`src/hw/bsta_pkg.sv`:
```
// shared constants, types and decode functions of the boundary scan access port
`default_nettype none
package bsta_pkg;
  // scan register sizes
  localparam int BSTA_IR_W = 4;
  localparam int BSTA_ID_W = 32;
  localparam int BSTA_BND_LEN = 8; // boundary ring length, plain default per device
  // tck rising edges with tms high that force the controller into reset
  localparam logic [2:0] BSTA_TMS_RESET_EDGES = 3'h5;
  localparam logic [2:0] BSTA_TMS_CNT_MAX = 3'h7;
  // instruction codes
  localparam logic [3:0] BSTA_I_EXTEST = 4'h0;
  localparam logic [3:0] BSTA_I_BYPASS = 4'hF;
  localparam logic [3:0] BSTA_I_IDCODE = 4'hB;
  localparam logic [3:0] BSTA_I_HIGHZ = 4'h7;
  localparam logic [3:0] BSTA_I_CLAMP = 4'h4;
  localparam logic [3:0] BSTA_I_SAMPLE = 4'h8;
  localparam logic [3:0] BSTA_I_NONSCAN_RST = 4'hC;
  // fixed pattern captured into the instruction shifter
  localparam logic [3:0] BSTA_IR_CAPTURE = 4'h1;
  // identification fields; all three values are arbitrary
  localparam logic [3:0] BSTA_ID_VERSION = 4'h1;
  localparam logic [15:0] BSTA_ID_PART = 16'h5A5A;
  localparam logic [10:0] BSTA_ID_VENDOR = 11'h2A5;
  localparam logic BSTA_ID_PRESENT = 1'h1;
  localparam logic [31:0] BSTA_ID_VALUE =
    {BSTA_ID_VERSION, BSTA_ID_PART, BSTA_ID_VENDOR, BSTA_ID_PRESENT};
  // the sixteen controller states
  typedef enum logic [3:0] {
    BSTA_RESET = 4'h0, BSTA_IDLE = 4'h1, BSTA_SEL_DR = 4'h2, BSTA_CAP_DR = 4'h3,
    BSTA_SH_DR = 4'h4, BSTA_EX1_DR = 4'h5, BSTA_PA_DR = 4'h6, BSTA_EX2_DR = 4'h7,
    BSTA_UPD_DR = 4'h8, BSTA_SEL_IR = 4'h9, BSTA_CAP_IR = 4'hA, BSTA_SH_IR = 4'hB,
    BSTA_EX1_IR = 4'hC, BSTA_PA_IR = 4'hD, BSTA_EX2_IR = 4'hE, BSTA_UPD_IR = 4'hF
  } bsta_state_t;
  // data register chosen by the current instruction
  typedef enum logic [1:0] {
    BSTA_SEL_BYP = 2'h0,
    BSTA_SEL_ID = 2'h1,
    BSTA_SEL_BND = 2'h2
  } bsta_sel_t;
  // test pins as one group
  typedef struct packed {
    logic tck;
    logic tms;
    logic tdi;
  } bsta_pins_t;
  // boundary ring strobes, each valid for one clk_sys cycle
  typedef struct packed {
    logic capture;
    logic shift;
    logic update;
  } bsta_bctl_t;

  // controller step on a tck rising edge
  function automatic bsta_state_t bsta_next(input bsta_state_t s, input logic tms);
    unique case (s)
      BSTA_RESET: bsta_next = tms ? BSTA_RESET : BSTA_IDLE;
      BSTA_IDLE: bsta_next = tms ? BSTA_SEL_DR : BSTA_IDLE;
      BSTA_SEL_DR: bsta_next = tms ? BSTA_SEL_IR : BSTA_CAP_DR;
      BSTA_CAP_DR: bsta_next = tms ? BSTA_EX1_DR : BSTA_SH_DR;
      BSTA_SH_DR: bsta_next = tms ? BSTA_EX1_DR : BSTA_SH_DR;
      BSTA_EX1_DR: bsta_next = tms ? BSTA_UPD_DR : BSTA_PA_DR;
      BSTA_PA_DR: bsta_next = tms ? BSTA_EX2_DR : BSTA_PA_DR;
      BSTA_EX2_DR: bsta_next = tms ? BSTA_UPD_DR : BSTA_SH_DR;
      BSTA_UPD_DR: bsta_next = tms ? BSTA_SEL_DR : BSTA_IDLE;
      BSTA_SEL_IR: bsta_next = tms ? BSTA_RESET : BSTA_CAP_IR;
      BSTA_CAP_IR: bsta_next = tms ? BSTA_EX1_IR : BSTA_SH_IR;
      BSTA_SH_IR: bsta_next = tms ? BSTA_EX1_IR : BSTA_SH_IR;
      BSTA_EX1_IR: bsta_next = tms ? BSTA_UPD_IR : BSTA_PA_IR;
      BSTA_PA_IR: bsta_next = tms ? BSTA_EX2_IR : BSTA_PA_IR;
      BSTA_EX2_IR: bsta_next = tms ? BSTA_UPD_IR : BSTA_SH_IR;
      BSTA_UPD_IR: bsta_next = tms ? BSTA_SEL_DR : BSTA_IDLE;
    endcase
  endfunction : bsta_next

  // instruction to data register; reserved codes fall back to bypass
  function automatic bsta_sel_t bsta_sel_of(input logic [3:0] ir);
    unique case (ir)
      BSTA_I_EXTEST, BSTA_I_SAMPLE: bsta_sel_of = BSTA_SEL_BND;
      BSTA_I_IDCODE: bsta_sel_of = BSTA_SEL_ID;
      default: bsta_sel_of = BSTA_SEL_BYP;
    endcase
  endfunction : bsta_sel_of
endpackage : bsta_pkg
`default_nettype wire

```
`src/hw/bsta_tap.sv`:
```
// boundary scan access port, one or two dies chained on one set of pins
// Function
// - five tms-high tck edges force reset
// - port reset leaves memory logic running
// - data shift-pause-shift repeats pending bit once
// - four-bit instr, one-bit bypass, 32-bit id
// - extest captures ring, boundary on path
// - bypass instruction selects one-bit bypass
// - idcode loads identification, selects it
// - highz selects bypass, floats all outputs
// - clamp drives pins from boundary, bypass
// - sample captures ring, pins undisturbed
// - code 1100 resets non-scan logic
// - id version, part, vendor field layout
// - id bit zero is constant one
// - two dies chained, shared tms tck
// - each die has own instruction register
// - three inputs and one serial output
`default_nettype none
module bsta_tap #(
  parameter int NUM_DIES = 1 // two for the chained two-die part
) (
  input wire logic clk_sys,
  input wire logic sys_rst,
  input wire logic tck,
  input wire logic tms,
  input wire logic tdi,
  output logic tdo,
  output logic tdo_oe,
  input wire logic [NUM_DIES-1:0][bsta_pkg::BSTA_BND_LEN-1:0] ring_in,
  output logic [NUM_DIES-1:0][bsta_pkg::BSTA_BND_LEN-1:0] ring_out,
  output logic [NUM_DIES-1:0] ring_drive,
  output logic [NUM_DIES-1:0] pins_highz,
  output logic [NUM_DIES-1:0] nonscan_logic_reset_instr
);
  localparam int IW = bsta_pkg::BSTA_IR_W;
  localparam int DW = bsta_pkg::BSTA_ID_W;

  bsta_pkg::bsta_pins_t pins_raw; // pins as one group
  bsta_pkg::bsta_pins_t pins_s; // pins after synchroniser
  logic tck_prev_q; // last synced tck, for edge detection
  logic rise; // tck rising edge seen this cycle
  logic fall; // tck falling edge seen this cycle

  assign pins_raw = '{tck: tck, tms: tms, tdi: tdi};

  // every pin passes two flops before use
  bsta_sync u_sync (
    .clk_sys(clk_sys),
    .sys_rst(sys_rst),
    .pins_in(pins_raw),
    .pins_out(pins_s)
  );

  // edge finder on the synced clock
  always_ff @(posedge clk_sys or posedge sys_rst)
  begin
    if (sys_rst)
      tck_prev_q <= 1'h0;
    else
      tck_prev_q <= pins_s.tck;
  end
  assign rise = pins_s.tck & ~tck_prev_q;
  assign fall = ~pins_s.tck & tck_prev_q;

  // per-die scan state
  bsta_pkg::bsta_state_t st_q [NUM_DIES];
  bsta_pkg::bsta_state_t st_d [NUM_DIES];
  logic [IW-1:0] irs_q [NUM_DIES]; // instruction shifter
  logic [IW-1:0] irs_d [NUM_DIES];
  logic [IW-1:0] ir_q [NUM_DIES]; // active instruction
  logic [IW-1:0] ir_d [NUM_DIES];
  logic [DW-1:0] ids_q [NUM_DIES]; // identification shifter
  logic [DW-1:0] ids_d [NUM_DIES];
  logic byp_q [NUM_DIES]; // bypass bit
  logic byp_d [NUM_DIES];
  logic rep_q [NUM_DIES]; // pending bit must be repeated
  logic rep_d [NUM_DIES];
  logic dto_q [NUM_DIES]; // die serial out, falling-edge updated
  logic dto_d [NUM_DIES];
  logic doe_q [NUM_DIES]; // die is shifting
  logic doe_d [NUM_DIES];
  logic din [NUM_DIES]; // die serial in
  logic bso [NUM_DIES]; // boundary ring serial out
  bsta_pkg::bsta_bctl_t bctl [NUM_DIES]; // boundary strobes
  logic [NUM_DIES-1:0] drv_q, drv_d; // pins from boundary latch
  logic [NUM_DIES-1:0] hz_q, hz_d; // all outputs floated
  logic [NUM_DIES-1:0] nsr_q, nsr_d; // non-scan logic held in reset
  logic [2:0] tms_cnt_q, tms_cnt_d; // consecutive tms-high rising edges

  genvar g;
  generate
    for (g = 0; g < NUM_DIES; g++)
    begin : g_die
      bsta_pkg::bsta_sel_t sel; // data register in the path
      logic dr_shift; // a data shift happens on this edge
      logic odr; // selected data register output
      assign sel = bsta_pkg::bsta_sel_of(ir_q[g]);

      // first die takes the pin, later dies the previous die's output
      if (g == 0)
      begin : g_first
        assign din[g] = pins_s.tdi;
      end
      else
      begin : g_chain
        assign din[g] = dto_q[g-1];
      end

      // a return from pause skips one shift so the pending bit shows twice
      assign dr_shift = rise && st_q[g] == bsta_pkg::BSTA_SH_DR && !rep_q[g];

      assign bctl[g] = '{
        capture: rise && st_q[g] == bsta_pkg::BSTA_CAP_DR && sel == bsta_pkg::BSTA_SEL_BND,
        shift: dr_shift && sel == bsta_pkg::BSTA_SEL_BND,
        update: rise && st_q[g] == bsta_pkg::BSTA_UPD_DR && sel == bsta_pkg::BSTA_SEL_BND
      };

      bsta_bring u_ring (
        .clk_sys(clk_sys),
        .sys_rst(sys_rst),
        .ctl(bctl[g]),
        .scan_in(din[g]),
        .ring_in(ring_in[g]),
        .scan_out(bso[g]),
        .ring_out(ring_out[g])
      );

      always_comb
      begin
        unique case (sel)
          bsta_pkg::BSTA_SEL_ID: odr = ids_q[g][0];
          bsta_pkg::BSTA_SEL_BND: odr = bso[g];
          default: odr = byp_q[g];
        endcase
      end

      // next values of controller, instruction and data shifters
      always_comb
      begin
        st_d[g] = st_q[g];
        irs_d[g] = irs_q[g];
        ir_d[g] = ir_q[g];
        ids_d[g] = ids_q[g];
        byp_d[g] = byp_q[g];
        rep_d[g] = rep_q[g];
        dto_d[g] = dto_q[g];
        doe_d[g] = doe_q[g];
        if (rise)
        begin
          st_d[g] = bsta_pkg::bsta_next(st_q[g], pins_s.tms);
          unique case (st_q[g])
            bsta_pkg::BSTA_RESET:
              ir_d[g] = bsta_pkg::BSTA_I_IDCODE; // port reset only touches scan logic
            bsta_pkg::BSTA_CAP_IR:
              irs_d[g] = bsta_pkg::BSTA_IR_CAPTURE;
            bsta_pkg::BSTA_SH_IR:
              irs_d[g] = {din[g], irs_q[g][IW-1:1]}; // own register per die
            bsta_pkg::BSTA_UPD_IR:
              ir_d[g] = irs_q[g];
            bsta_pkg::BSTA_CAP_DR:
            begin
              byp_d[g] = 1'h0;
              if (sel == bsta_pkg::BSTA_SEL_ID)
                ids_d[g] = bsta_pkg::BSTA_ID_VALUE;
            end
            bsta_pkg::BSTA_SH_DR:
            begin
              if (rep_q[g])
                rep_d[g] = 1'h0; // duplicate spent
              else if (sel == bsta_pkg::BSTA_SEL_ID)
                ids_d[g] = {din[g], ids_q[g][DW-1:1]};
              else if (sel == bsta_pkg::BSTA_SEL_BYP)
                byp_d[g] = din[g];
            end
            bsta_pkg::BSTA_EX2_DR:
              rep_d[g] = !pins_s.tms; // back to shift from pause
            default:
              rep_d[g] = rep_q[g];
          endcase
          // entering reset restores the default instruction at once, so no
          // mode such as the non-scan reset outlives the port reset
          if (st_d[g] == bsta_pkg::BSTA_RESET)
            ir_d[g] = bsta_pkg::BSTA_I_IDCODE;
        end
        // serial output moves only on the falling edge
        if (fall)
        begin
          doe_d[g] = st_q[g] == bsta_pkg::BSTA_SH_DR || st_q[g] == bsta_pkg::BSTA_SH_IR;
          if (st_q[g] == bsta_pkg::BSTA_SH_IR)
            dto_d[g] = irs_q[g][0];
          else if (st_q[g] == bsta_pkg::BSTA_SH_DR)
            dto_d[g] = odr;
        end
        // pin modes follow the active instruction
        drv_d[g] = ir_q[g] == bsta_pkg::BSTA_I_EXTEST
                   || ir_q[g] == bsta_pkg::BSTA_I_CLAMP;
        hz_d[g] = ir_q[g] == bsta_pkg::BSTA_I_HIGHZ;
        nsr_d[g] = ir_q[g] == bsta_pkg::BSTA_I_NONSCAN_RST;
      end

      // register one die's state
      always_ff @(posedge clk_sys or posedge sys_rst)
      begin
        if (sys_rst)
        begin
          st_q[g] <= bsta_pkg::BSTA_RESET;
          irs_q[g] <= '0;
          ir_q[g] <= bsta_pkg::BSTA_I_IDCODE;
          ids_q[g] <= '0;
          byp_q[g] <= 1'h0;
          rep_q[g] <= 1'h0;
          dto_q[g] <= 1'h0;
          doe_q[g] <= 1'h0;
          drv_q[g] <= 1'h0;
          hz_q[g] <= 1'h0;
          nsr_q[g] <= 1'h0;
        end
        else
        begin
          st_q[g] <= st_d[g];
          irs_q[g] <= irs_d[g];
          ir_q[g] <= ir_d[g];
          ids_q[g] <= ids_d[g];
          byp_q[g] <= byp_d[g];
          rep_q[g] <= rep_d[g];
          dto_q[g] <= dto_d[g];
          doe_q[g] <= doe_d[g];
          drv_q[g] <= drv_d[g];
          hz_q[g] <= hz_d[g];
          nsr_q[g] <= nsr_d[g];
        end
      end
    end
  endgenerate

  // helper count of consecutive tms-high rising edges, only assertions and covers read it
  always_comb
  begin
    tms_cnt_d = tms_cnt_q;
    if (rise)
      tms_cnt_d = !pins_s.tms ? 3'h0 :
                  tms_cnt_q == bsta_pkg::BSTA_TMS_CNT_MAX ? tms_cnt_q : tms_cnt_q + 3'h1;
  end
  always_ff @(posedge clk_sys or posedge sys_rst)
  begin
    if (sys_rst)
      tms_cnt_q <= 3'h0;
    else
      tms_cnt_q <= tms_cnt_d;
  end

  // outputs straight from flops; the last die drives the package pin
  assign tdo = dto_q[NUM_DIES-1];
  assign tdo_oe = doe_q[NUM_DIES-1];
  assign ring_drive = drv_q;
  assign pins_highz = hz_q;
  assign nonscan_logic_reset_instr = nsr_q;
endmodule : bsta_tap
`default_nettype wire

```
`src/hw/bsta_sync.sv`:
```
// two-flop synchroniser for the asynchronous test pins
`default_nettype none
module bsta_sync (
  input wire logic clk_sys,
  input wire logic sys_rst,
  input wire bsta_pkg::bsta_pins_t pins_in,
  output bsta_pkg::bsta_pins_t pins_out
);
  bsta_pkg::bsta_pins_t meta_q; // first stage, read only by the second
  bsta_pkg::bsta_pins_t sync_q; // second stage

  // both stages clear to a constant under reset
  always_ff @(posedge clk_sys or posedge sys_rst)
  begin
    if (sys_rst)
    begin
      meta_q <= '0;
      sync_q <= '0;
    end
    else
    begin
      meta_q <= pins_in;
      sync_q <= meta_q;
    end
  end

  assign pins_out = sync_q;
endmodule : bsta_sync
`default_nettype wire

```
`src/hw/bsta_bring.sv`:
```
// boundary ring: capture/shift stage plus update latch driving the pins
`default_nettype none
module bsta_bring (
  input wire logic clk_sys,
  input wire logic sys_rst,
  input wire bsta_pkg::bsta_bctl_t ctl,
  input wire logic scan_in,
  input wire logic [bsta_pkg::BSTA_BND_LEN-1:0] ring_in,
  output logic scan_out,
  output logic [bsta_pkg::BSTA_BND_LEN-1:0] ring_out
);
  localparam int L = bsta_pkg::BSTA_BND_LEN;
  logic [L-1:0] sr_q, sr_d; // shift stage
  logic [L-1:0] up_q, up_d; // update stage, holds what the pins see

  // capture has priority, strobes are mutually exclusive anyway
  always_comb
  begin
    sr_d = sr_q;
    up_d = up_q;
    if (ctl.capture)
      sr_d = ring_in;
    else if (ctl.shift)
      sr_d = {scan_in, sr_q[L-1:1]};
    if (ctl.update)
      up_d = sr_q;
  end

  // register the ring
  always_ff @(posedge clk_sys or posedge sys_rst)
  begin
    if (sys_rst)
    begin
      sr_q <= '0;
      up_q <= '0;
    end
    else
    begin
      sr_q <= sr_d;
      up_q <= up_d;
    end
  end

  assign scan_out = sr_q[0];
  assign ring_out = up_q;
endmodule : bsta_bring
`default_nettype wire

```
`config.mk`:
```
export PLATFORM = sky130hd
export DESIGN_NAME = bsta_tap
export DESIGN_NICKNAME = d
export VERILOG_FILES = /design/src/hw/bsta_pkg.sv /design/src/hw/bsta_tap.sv /design/src/hw/bsta_sync.sv /design/src/hw/bsta_bring.sv
export SDC_FILE = /design/constraint.sdc
export NUM_CORES = 1
export LEC_CHECK = 0
export ABC_AREA = 1
export BUFFER_PORTS_ARGS = -buffer_cell sky130_fd_sc_hd__buf_2
export CAP_MARGIN = 20
export CORE_MARGIN = 2
export CORE_UTILIZATION = 63
export CTS_CLUSTER_SIZE = 12
export DETAILED_ROUTE_END_ITERATION = 10
export PLACE_DENSITY = 0.89
export SLEW_MARGIN = 30
export SYNTH_ARGS = -nofsm -noshare
export SYNTH_HDL_FRONTEND = slang
export SYNTH_HIERARCHICAL = 1
export SYNTH_SLANG_ARGS = --single-unit
export TNS_END_PERCENT = 10
```
`constraint.sdc`:
```
create_clock -name clk_sys -period 4.4 [get_ports clk_sys]
set_input_delay 0.88 -clock clk_sys [delete_from_list [all_inputs] [get_ports clk_sys]]
set_output_delay 0.88 -clock clk_sys [all_outputs]
set_load 0.1 [all_outputs]
```
==> results.yml, run 1 <==
synthesis:
  synth_edf_count: 0
  synthesis.nets: 424
  synth.largest_area_cell: "dfrtp_1"
  ys_ff_latch: 74
  ys_top_cells_by_count: "nand2_1 (103), dfrtp_1 (71), o21ai_0 (53)"
  synth.distinct_cells: 27
  synthFlopType: "dfrtp_1"
  netlist_instances: 408
  synth_top_area_share_pct: 51.4
  ys_top_cells_by_area: "dfrtp_1 (51%), nand2_1 (11%), o21ai_0 (7.7%), nand3_1 (6.5%), inv_1 (3.7%)"
  synth-seq-area-share_pct: 53.7
  yosysMostFrequentCell: "nand2_1"
  async_flop_share_pct: 100
  yosys_warnings: 6
  avgSynthCellArea_um2: 8.48
  synthesis.area_um2: 3460
drt:
  drt_pre_antenna_iters: 5
  wl_mm: 7.05
  wl_per_cell_um: 14.1
  vias: 2772
  drt_iter0_drc: 177
  antenna_left: 0
  route.detailed.drc: 0
  via_per_inst: 5.53
timing:
  fin_crit_ns: 2.82
  period_share_pct: 64.0
  relSlewSlack_pct: 37.2
  fin_tns_setup_ns: 0
  worstMarginPinSlew_ns: 0.938
  hold_violations: 0
  rsz0062_at_grt: "no"
  setup-violations-final: 0
  clock_skew_ns: 0.00461
  slew_viol_final: 0
  max_freq_mhz: 355
clocking:
  clk_pin_slew_ns: 0.08
  clock_latency_ns: 0.34
  cts_hold_buffers: 0
  htree_levels: 3
  clockBufferDepth: 2
  cts_buffers: 9
  post_cts_buffers: 0
  cts_root_buffer: "clkbuf_8"
  post_cts_resized: 0
  numClockSinks: 74
  cts_tree: "yes"
place:
  globalplace.congestion: 0.914
  io_buffers: 25
  dpl_cell_area_um2: 3550
  hpwl_mm: 4.69
power_and_ir_drop:
  power_density_nw_per_um2: 573
  p_int_mw: 1.26
  ir_drop_mv: 0.407
  pwr-share-comb_pct: 32.5
  clock_power_share_pct: 23.6
  leakagePower_nw: 1.95
  sw_frac_of_total_pct: 41.4
  seqPwrFrac_pct: 43.9
  switching_power_mw: 0.887
critical_path:
  worst_ep_arrival_time_ns: 3.08
  worstSetupStartpointType: "register"
  crit_top_cell: "o21ai_0"
  worstPathMaxFanout: 34
  required_ns: 4.67
  critPathMaxStageDelay_ns: 0.60
  worstSetupPathType: "register to register"
  slowest_stage: "dfrtp_1"
  crit_chain: "nor2_2 > nand2_2 > inv_1 > nand2_1 > nand3_4 > nor2_8 > o21ai_0 > o21ai_0"
  cp-end-kind: "register"
  ff2ff_path_depth: 8
finish:
  syn_to_final_growth_pct: 8.10
  drive_gt1_share_pct: 14.6
  diodes: 0
  design_area_um2: 3740
  nNetsFinal: 442
die:
  core_um2: 5200
  die_h_um: 78.1
  fp.dieW_um: 78.1
  rows: 26
  die_area_um2: 6100
  initial_core_util_pct: 66.4
  ios: 26
worst_hold_path:
  whs_path_depth: 0
  hold_path.class: "register to register"
run:
  maxCapViolCount: 0
grt:
  first_global_vias: 2575
  grt_max_degree: 53
  track_usage_pct: 24.9
  grt_pass1_wl_mm: 11.9
  antenna_found_initial: 0
  grt_overflow_total: 0
status:
  status: "complete, no violations"
kinds of logic after synthesis:
group / after synthesis / share of synthesized area, %
AND/OR/NAND/NOR: 196 / 25.7
AO/OA/AOI/OAI: 77 / 11.6
flip-flops: 74 / 53.7
buffers and inverters: 58 / 8.03
adder cells (fa/ha/maj): 3 / 1.09
final timing paths:
path	startpoint	to	slack (ns)
max	st_q[0]	ids_q[0]	1.58
min reg2reg	u_sync/meta_q[1]	u_sync/pins_out[1]	0.35
max reg2reg	st_q[0]	ids_q[0]	1.58
min	u_sync/meta_q[1]	u_sync/pins_out[1]	0.35
min in group asynchronous	sys_rst	u_sync/meta_q[0]	0.47
max in group asynchronous	sys_rst	ids_q[8]	3.34
critical path: cells and delay by family (launching register included):
family / cells / cell delay, ns
AND/OR/NAND/NOR: 5 / 1.45
flip-flops: 1 / 0.60
buffers and inverters: 1 / 0.42
AO/OA/AOI/OAI: 2 / 0.26
power groups by stage:
| stage | Sequential, mW | Combinational [mW] | Clock, mW |
|---|---|---|---|
| 2_1_floorplan | 1.06 | 0.444 | 0 |
| 3_3_place_gp | 0.941 | 0.667 | 0 |
| 3_5_place_dp | 0.952 | 0.687 | 0 |
| 4_1_cts | 0.940 | 0.695 | 0.506 |
| 5_1_grt | 0.962 | 0.769 | 0.535 |
| 6_report | 0.941 | 0.696 | 0.506 |
sequential cells by signal, indices dropped and copies added (netlist names):
| name | flops |
|---|---|
| rep_q | 1 |
| tdo_oe | 1 |
| ir_q | 4 |
| ring_drive | 1 |
| nonscan_logic_reset_instr | 1 |
| u_sync/pins_out | 3 |
| st_q | 4 |
| byp_q | 1 |
| pins_highz | 1 |
| ids_q | 32 |
| irs_q | 4 |
| tdo | 1 |
| g_die.u_ring/ring_out | 8 |
| u_sync/meta_q | 3 |
| tck_prev_q | 1 |
| g_die.u_ring/sr_q | 8 |
metrics by stage:
stage / setup slack (ns) / utilization (%) / instances / hold slack, ns / power, mW
2_1_floorplan: 2.27 / - / 408 / 0.331 / 1.50
3_3_place_gp: 1.73 / 68.2 / 485 / 0.332 / 1.61
3_5_place_dp: 1.64 / 68.3 / 485 / 0.337 / 1.64
4_1_cts: 1.62 / 71.8 / 501 / 0.352 / 2.14
5_1_grt: 1.36 / 71.8 / 501 / 0.358 / 2.27
6_report: 1.58 / 71.8 / 501 / 0.350 / 2.14
cell type report:
cell class / count / area, um2
sequential: 74 / 1860
fill: 390 / 1470
multi-input combinational: 276 / 1330
inverter: 38 / 145
timing repair buffer: 27 / 140
clock buffer: 10 / 128
tap: 70 / 87.6
clock inverter: 6 / 57.6
placed cells by master, fill, tap and decap left out, types with 4 or more instances in the layout:
cell and instances:
nor3_1 6, nand2_2 4, buf_2 25, dfrtp_1 71, o21ai_0 53, inv_1 33
clkinv_2 4, inv_2 4, nand2_1 103, clkbuf_8 9, o21ai_1 15, a21oi_1 4
nor2_1 30, nand3_1 45
layer usage:
layer  wire length, um  track usage (%)
met3               318             4.25
met5                 0                0
met2              3530             42.2
met4               127             10.0
met1              3070             32.2
Note: power is estimated with default switching activity, not from simulation.
==> run 2, diff against run 1 <==
Settings changed: ABC_AREA 1 to 0, CORE_UTILIZATION 63 to 53, PLACE_DENSITY 0.89 to 0.81.
Clock period 4.4 ns to 2.28 ns, I/O delays scaled along.
==> results.yml, run 2 <==
grt:
  grt_max_degree: 30
  grt_overflow_total: 0
  first_global_vias: 1988
  grt_pass1_wl_mm: 9.63
  antenna_found_initial: 0
  track_usage_pct: 19.5
drt:
  route.detailed.drc: 0
  vias: 2150
  drt_iter0_drc: 153
  highest_layer: "met4"
  wl_per_cell_um: 15.4
  wl_mm: 5.80
  dr_wl_met3_um: 232
  antenna_left: 0
  wl_met2_mm: 2.68
  drt_pre_antenna_iters: 4
  wl_met1_mm: 2.79
  via_per_inst: 5.72
finish:
  final_cells: 376
  largest_reg_flops: 32
  largest_register: "ids_q"
  drive_gt1_share_pct: 24.9
  diodes: 0
  final_cell_mix: "dfrtp_1 (71), buf_2 (25), nand2_1 (19)"
  syn_to_final_growth_pct: 12.5
  nNetsFinal: 312
  final_common_cell: "dfrtp_1"
critical_path:
  slowest_stage: "dfstp_2"
  crit_family: "flip-flops"
  worstSetupPathType: "register to register"
  worstPathMaxFanout: 5
  path_buf_inv: 1
  cp-end-kind: "register"
  worst_ep_arrival_time_ns: 2.25
  required_ns: 2.51
  critPathMaxStageDelay_ns: 0.58
  crit_top_cell: "mux2_2"
  worstSetupStartpointType: "register"
  crit_chain: "nand4_1 > inv_1 > ha_1 > a221oi_1 > a21oi_1 > mux2_2 > mux2_2"
clocking:
  clk_pin_slew_ns: 0.08
  post_cts_resized: 0
  htree_levels: 3
  post_cts_buffers: 0
  cts_buffers: 9
  cts_root_buffer: "clkbuf_8"
  numClockSinks: 74
  clockBufferDepth: 2
  clock_latency_ns: 0.35
  cts_tree: "yes"
  cts_hold_buffers: 0
synthesis:
  async_flop_share_pct: 100
  ys_top_cells_by_count: "dfrtp_1 (71), nand2_1 (19), o22a_1 (18)"
  ys_top_cells_by_area: "dfrtp_1 (56%), o22a_1 (5.0%), a22o_1 (4.7%), mux2_4 (3.8%), mux2i_1 (2.8%)"
  synthFlopType: "dfrtp_1"
  synth.largest_area_cell: "dfrtp_1"
  netlist_instances: 264
  synthesis.area_um2: 3180
  synth-seq-area-share_pct: 58.3
  ys_ff_latch: 74
  synthesis.nets: 280
  synth_top_area_share_pct: 55.8
  synth_edf_count: 0
  synth.distinct_cells: 46
  avgSynthCellArea_um2: 12.1
  yosys_warnings: 6
  yosysMostFrequentCell: "dfrtp_1"
timing:
  rsz0062_at_grt: "no"
  clock_skew_ns: 0.0129
  worstMarginPinSlew_ns: 0.622
  relSlewSlack_pct: 58.5
  setup-violations-final: 0
  hold_violations: 0
  fin_crit_ns: 2.02
  fin_tns_setup_ns: 0
  max_freq_mhz: 496
  slew_viol_final: 0
  period_share_pct: 88.5
die:
  core_um2: 5850
  die_h_um: 81.5
  die_area_um2: 6640
  ios: 26
  rows: 28
  initial_core_util_pct: 54.4
  fp.dieW_um: 81.5
place:
  hpwl_mm: 3.95
  io_buffers: 25
  globalplace.congestion: 0.831
  numPlacedInstances: 360
power_and_ir_drop:
  power_density_nw_per_um2: 1090
  ir_drop_mv: 0.926
  leakagePower_nw: 1.59
worst_hold_path:
  hold_path.class: "input pin to asynchronous set/reset pin"
run:
  maxCapViolCount: 0
status:
  status: "complete, no violations"
==> run 2: changes by cell type after synthesis, sizes merged, moves of 4 or more <==
cell    previous run  this run
a21oi              4         8
a22o               0        17
inv               38        13
mux2               0        10
mux2i              0         9
nand2            109        19
nand2b             0         5
nand3             46         7
nor2              35         7
nor2b              0         4
o21ai             69        17
o22a               0        18
==> run 2: worst register-to-register path, delay by kind of cell (launching register included) <==
kind	cells	cell delay, ns
muxes	2	0.51
and+or+nand+nor	1	0.17
buffers and inverters	1	0.10
AOI/OAI and AO/OA	2	0.30
DFF	1	0.58
adders and majority gates	1	0.24
==> run 2: report_power, final <==
group	switching, mW	internal, mW	leakage, nW	total, mW
clock	0.521	0.409	0.0868	0.930
combinational	0.637	0.484	0.591	1.12
sequential	0.230	1.63	0.914	1.86
total	1.39	2.53	1.59	3.91
==> run 2: path summary, 6_finish.rpt <==
check	startpoint	endpoint	slack (ns)	cells after the start
hold reg to reg	u_sync/meta_q[2]	u_sync/pins_out[2]	0.35	0
setup / recovery	ir_q[3]	tdo	0.26	7
hold / removal	sys_rst	u_sync/pins_out[2]	0.04	2
setup reg to reg	ir_q[3]	tdo	0.26	7
max in group asynchronous	sys_rst	ids_q[22]	1.57	3
min in group clk_sys	tck	u_sync/meta_q[2]	0.21	1
==> run 2: layout make-up <==
type / count / area, um2
clock inverters: 7 / 58.8
fillers: 484 / 2270
inverters: 13 / 48.8
multi-input cells: 160 / 1170
clock buffers: 9 / 124
well taps: 75 / 93.8
flip-flops and latches: 74 / 1860
repair buffers: 38 / 235
==> run 2: logic make-up after synthesis <==
kind of cell | synth area share (%)
mux | 7.31
flops | 58.3
compound gates | 17.6
fa+ha+maj | 1.18
simple gates | 10.4
buf+inv | 5.27
==> run 2: stage by stage <==
| step | setup slack (ns) | total power, mW | utilization [%] | hold WS (ns) | instance area, um2 |
|---|---|---|---|---|---|
| 2_1_floorplan | 0.380 | 2.73 | - | 0.247 | 3180 |
| 3_3_place_gp | 0.352 | 2.95 | 58.1 | 0.333 | 3400 |
| 3_5_place_dp | 0.274 | 3.00 | 58.1 | 0.340 | 3400 |
| 4_1_cts | 0.247 | 3.94 | 61.2 | 0.0359 | 3580 |
| 5_1_grt | 0.168 | 4.15 | 61.2 | 0.0511 | 3580 |
| 6_report | 0.263 | 3.91 | 61.2 | 0.0389 | 3580 |
==> run 2: routing by layer <==
metal,vias to the layer above,track usage [%]
li1,1019,-
met1,1080,27.5
met2,42,28.6
met3,9,5.05
met4,0,8.64
met5,-,0
==> run 3, diff against run 2 <==
Settings changed: CORE_ASPECT_RATIO set to 0.8.
==> results.yml, run 3 (synthesis results as in run 2) <==
status:
  status: "complete, no violations"
finish:
  final_common_cell: "dfrtp_1"
  syn_to_final_growth_pct: 12.9
  final_cell_mix: "dfrtp_1 (71), buf_2 (25), nand2_1 (19)"
  diodes: 0
  largest_register: "ids_q"
  multi_input_area_um2: 1170
  regArea_um2: 1860
  fin_util_pct: 61.5
  nNetsFinal: 311
  drive_gt1_share_pct: 24.1
  final_cells: 380
  fillers: 457
  largest_reg_flops: 32
critical_path:
  worstSetupStartpointType: "register"
  cp-end-kind: "register"
  required_ns: 2.52
  crit_top_cell: "mux2_2"
  worstSetupPathType: "register to register"
  crit_family: "multiplexers"
  regToRegSetupSlack_ns: 0.24
  worst_ep_arrival_time_ns: 2.27
  slowest_stage: "dfstp_2"
  worstPathMaxFanout: 6
  crit_chain: "nor3_1 > inv_1 > ha_1 > a221oi_1 > a21oi_1 > mux2_2 > mux2_2"
  path_buf_inv: 1
  critPathMaxStageDelay_ns: 0.40
timing:
  clock_skew_ns: 0.0109
  rsz0062_at_grt: "no"
  setup-violations-final: 0
  max_freq_mhz: 491
  fin_crit_ns: 2.04
  period_share_pct: 89.4
  fin_tns_setup_ns: 0
  worstMarginPinSlew_ns: 0.631
  slew_viol_final: 0
  hold_violations: 0
  whs_ns: 0.0303
  relSlewSlack_pct: 57.9
die:
  die_h_um: 73.3
  fp.dieW_um: 90.7
  die_area_um2: 6650
  initial_core_util_pct: 54.4
  rows: 25
  ios: 26
  core_um2: 5850
clocking:
  htree_levels: 3
  cts_hold_buffers: 0
  clockBufferDepth: 2
  clk_pin_slew_ns: 0.08
  post_cts_resized: 0
  cts_root_buffer: "clkbuf_8"
  cts_tree: "yes"
  numClockSinks: 74
  post_cts_buffers: 0
  cts_buffers: 9
  clock_latency_ns: 0.35
power_and_ir_drop:
  power_density_nw_per_um2: 1130
  leakagePower_nw: 1.60
  ir_drop_mv: 0.447
drt:
  antenna_left: 0
  vias: 2153
  wl_mm: 5.96
  drt_iter0_drc: 142
  via_per_inst: 5.67
  wl_per_cell_um: 15.7
  drt_pre_antenna_iters: 4
  route.detailed.drc: 0
place:
  io_buffers: 25
  hpwl_mm: 3.90
  globalplace.congestion: 0.849
  numPlacedInstances: 365
grt:
  grt_max_degree: 53
  antenna_found_initial: 0
  first_global_vias: 2057
  track_usage_pct: 19.3
  grt_pass1_wl_mm: 9.87
  grt_overflow_total: 0
worst_hold_path:
  hold_path.class: "input pin to asynchronous set/reset pin"
run:
  maxCapViolCount: 0
-- run 3: cell types whose count changed in the layout (fill, tap and decap cells not counted) --
cell,delta
buf_12,-1
bufinv_16,+2
clkbuf_1,+1
clkinv_2,+2
clkinv_4,-2
clkinvlp_4,-2
inv_6,-2
-- run 3: path summary, 6_finish.rpt --
kind / depth (start not counted) / startpoint / end
hold / removal: 2 / sys_rst / u_sync/meta_q[1]
setup reg to reg: 7 / ir_q[0] / tdo
min in group clk_sys: 1 / tms / u_sync/meta_q[1]
max in group asynchronous: 3 / sys_rst / ids_q[23]
setup / recovery: 7 / ir_q[0] / tdo
hold reg to reg: 0 / u_sync/meta_q[0] / u_sync/pins_out[0]
-- run 3: worst register-to-register path, cell delays in order, from the launching register on --
cell and delay, ns:
dfstp_2 0.40, nor3_1 0.28, inv_1 0.11, ha_1 0.26
a221oi_1 0.29, a21oi_1 0.06, mux2_2 0.26, mux2_2 0.25
-- run 3: report_power, final --
part | internal [mW] | switching, mW | total [mW]
combinational | 0.475 | 0.665 | 1.14
sequential | 1.63 | 0.215 | 1.85
clock | 0.611 | 0.475 | 1.09
total | 2.72 | 1.35 | 4.07
-- run 3: metrics by stage --
step / worst slack [ns] / total power, mW / area [um2]
2_1_floorplan: 0.380 / 2.73 / 3180
3_3_place_gp: 0.324 / 2.94 / 3390
3_5_place_dp: 0.254 / 3.00 / 3390
4_1_cts: 0.232 / 4.09 / 3590
5_1_grt: 0.109 / 4.31 / 3590
6_report: 0.242 / 4.07 / 3590
-- run 3: layer usage --
metal  vias up  global-route usage, %  share of wire, %
met5         -                      0                 0
met4         0                   5.30              0.96
met3         8                   6.77               5.0
met2        44                   29.1                45
met1      1086                   27.1                49
li1       1015                      -                 -
-- run 3: area by class of cell --
cell class,instances,share of cell area [%]
repair buffers,37,5.99
multi-input cells,160,32.5
inverters,13,1.36
flip-flops and latches,74,51.6
clock buffers,10,3.55
well taps,81,2.82
clock inverters,5,2.19
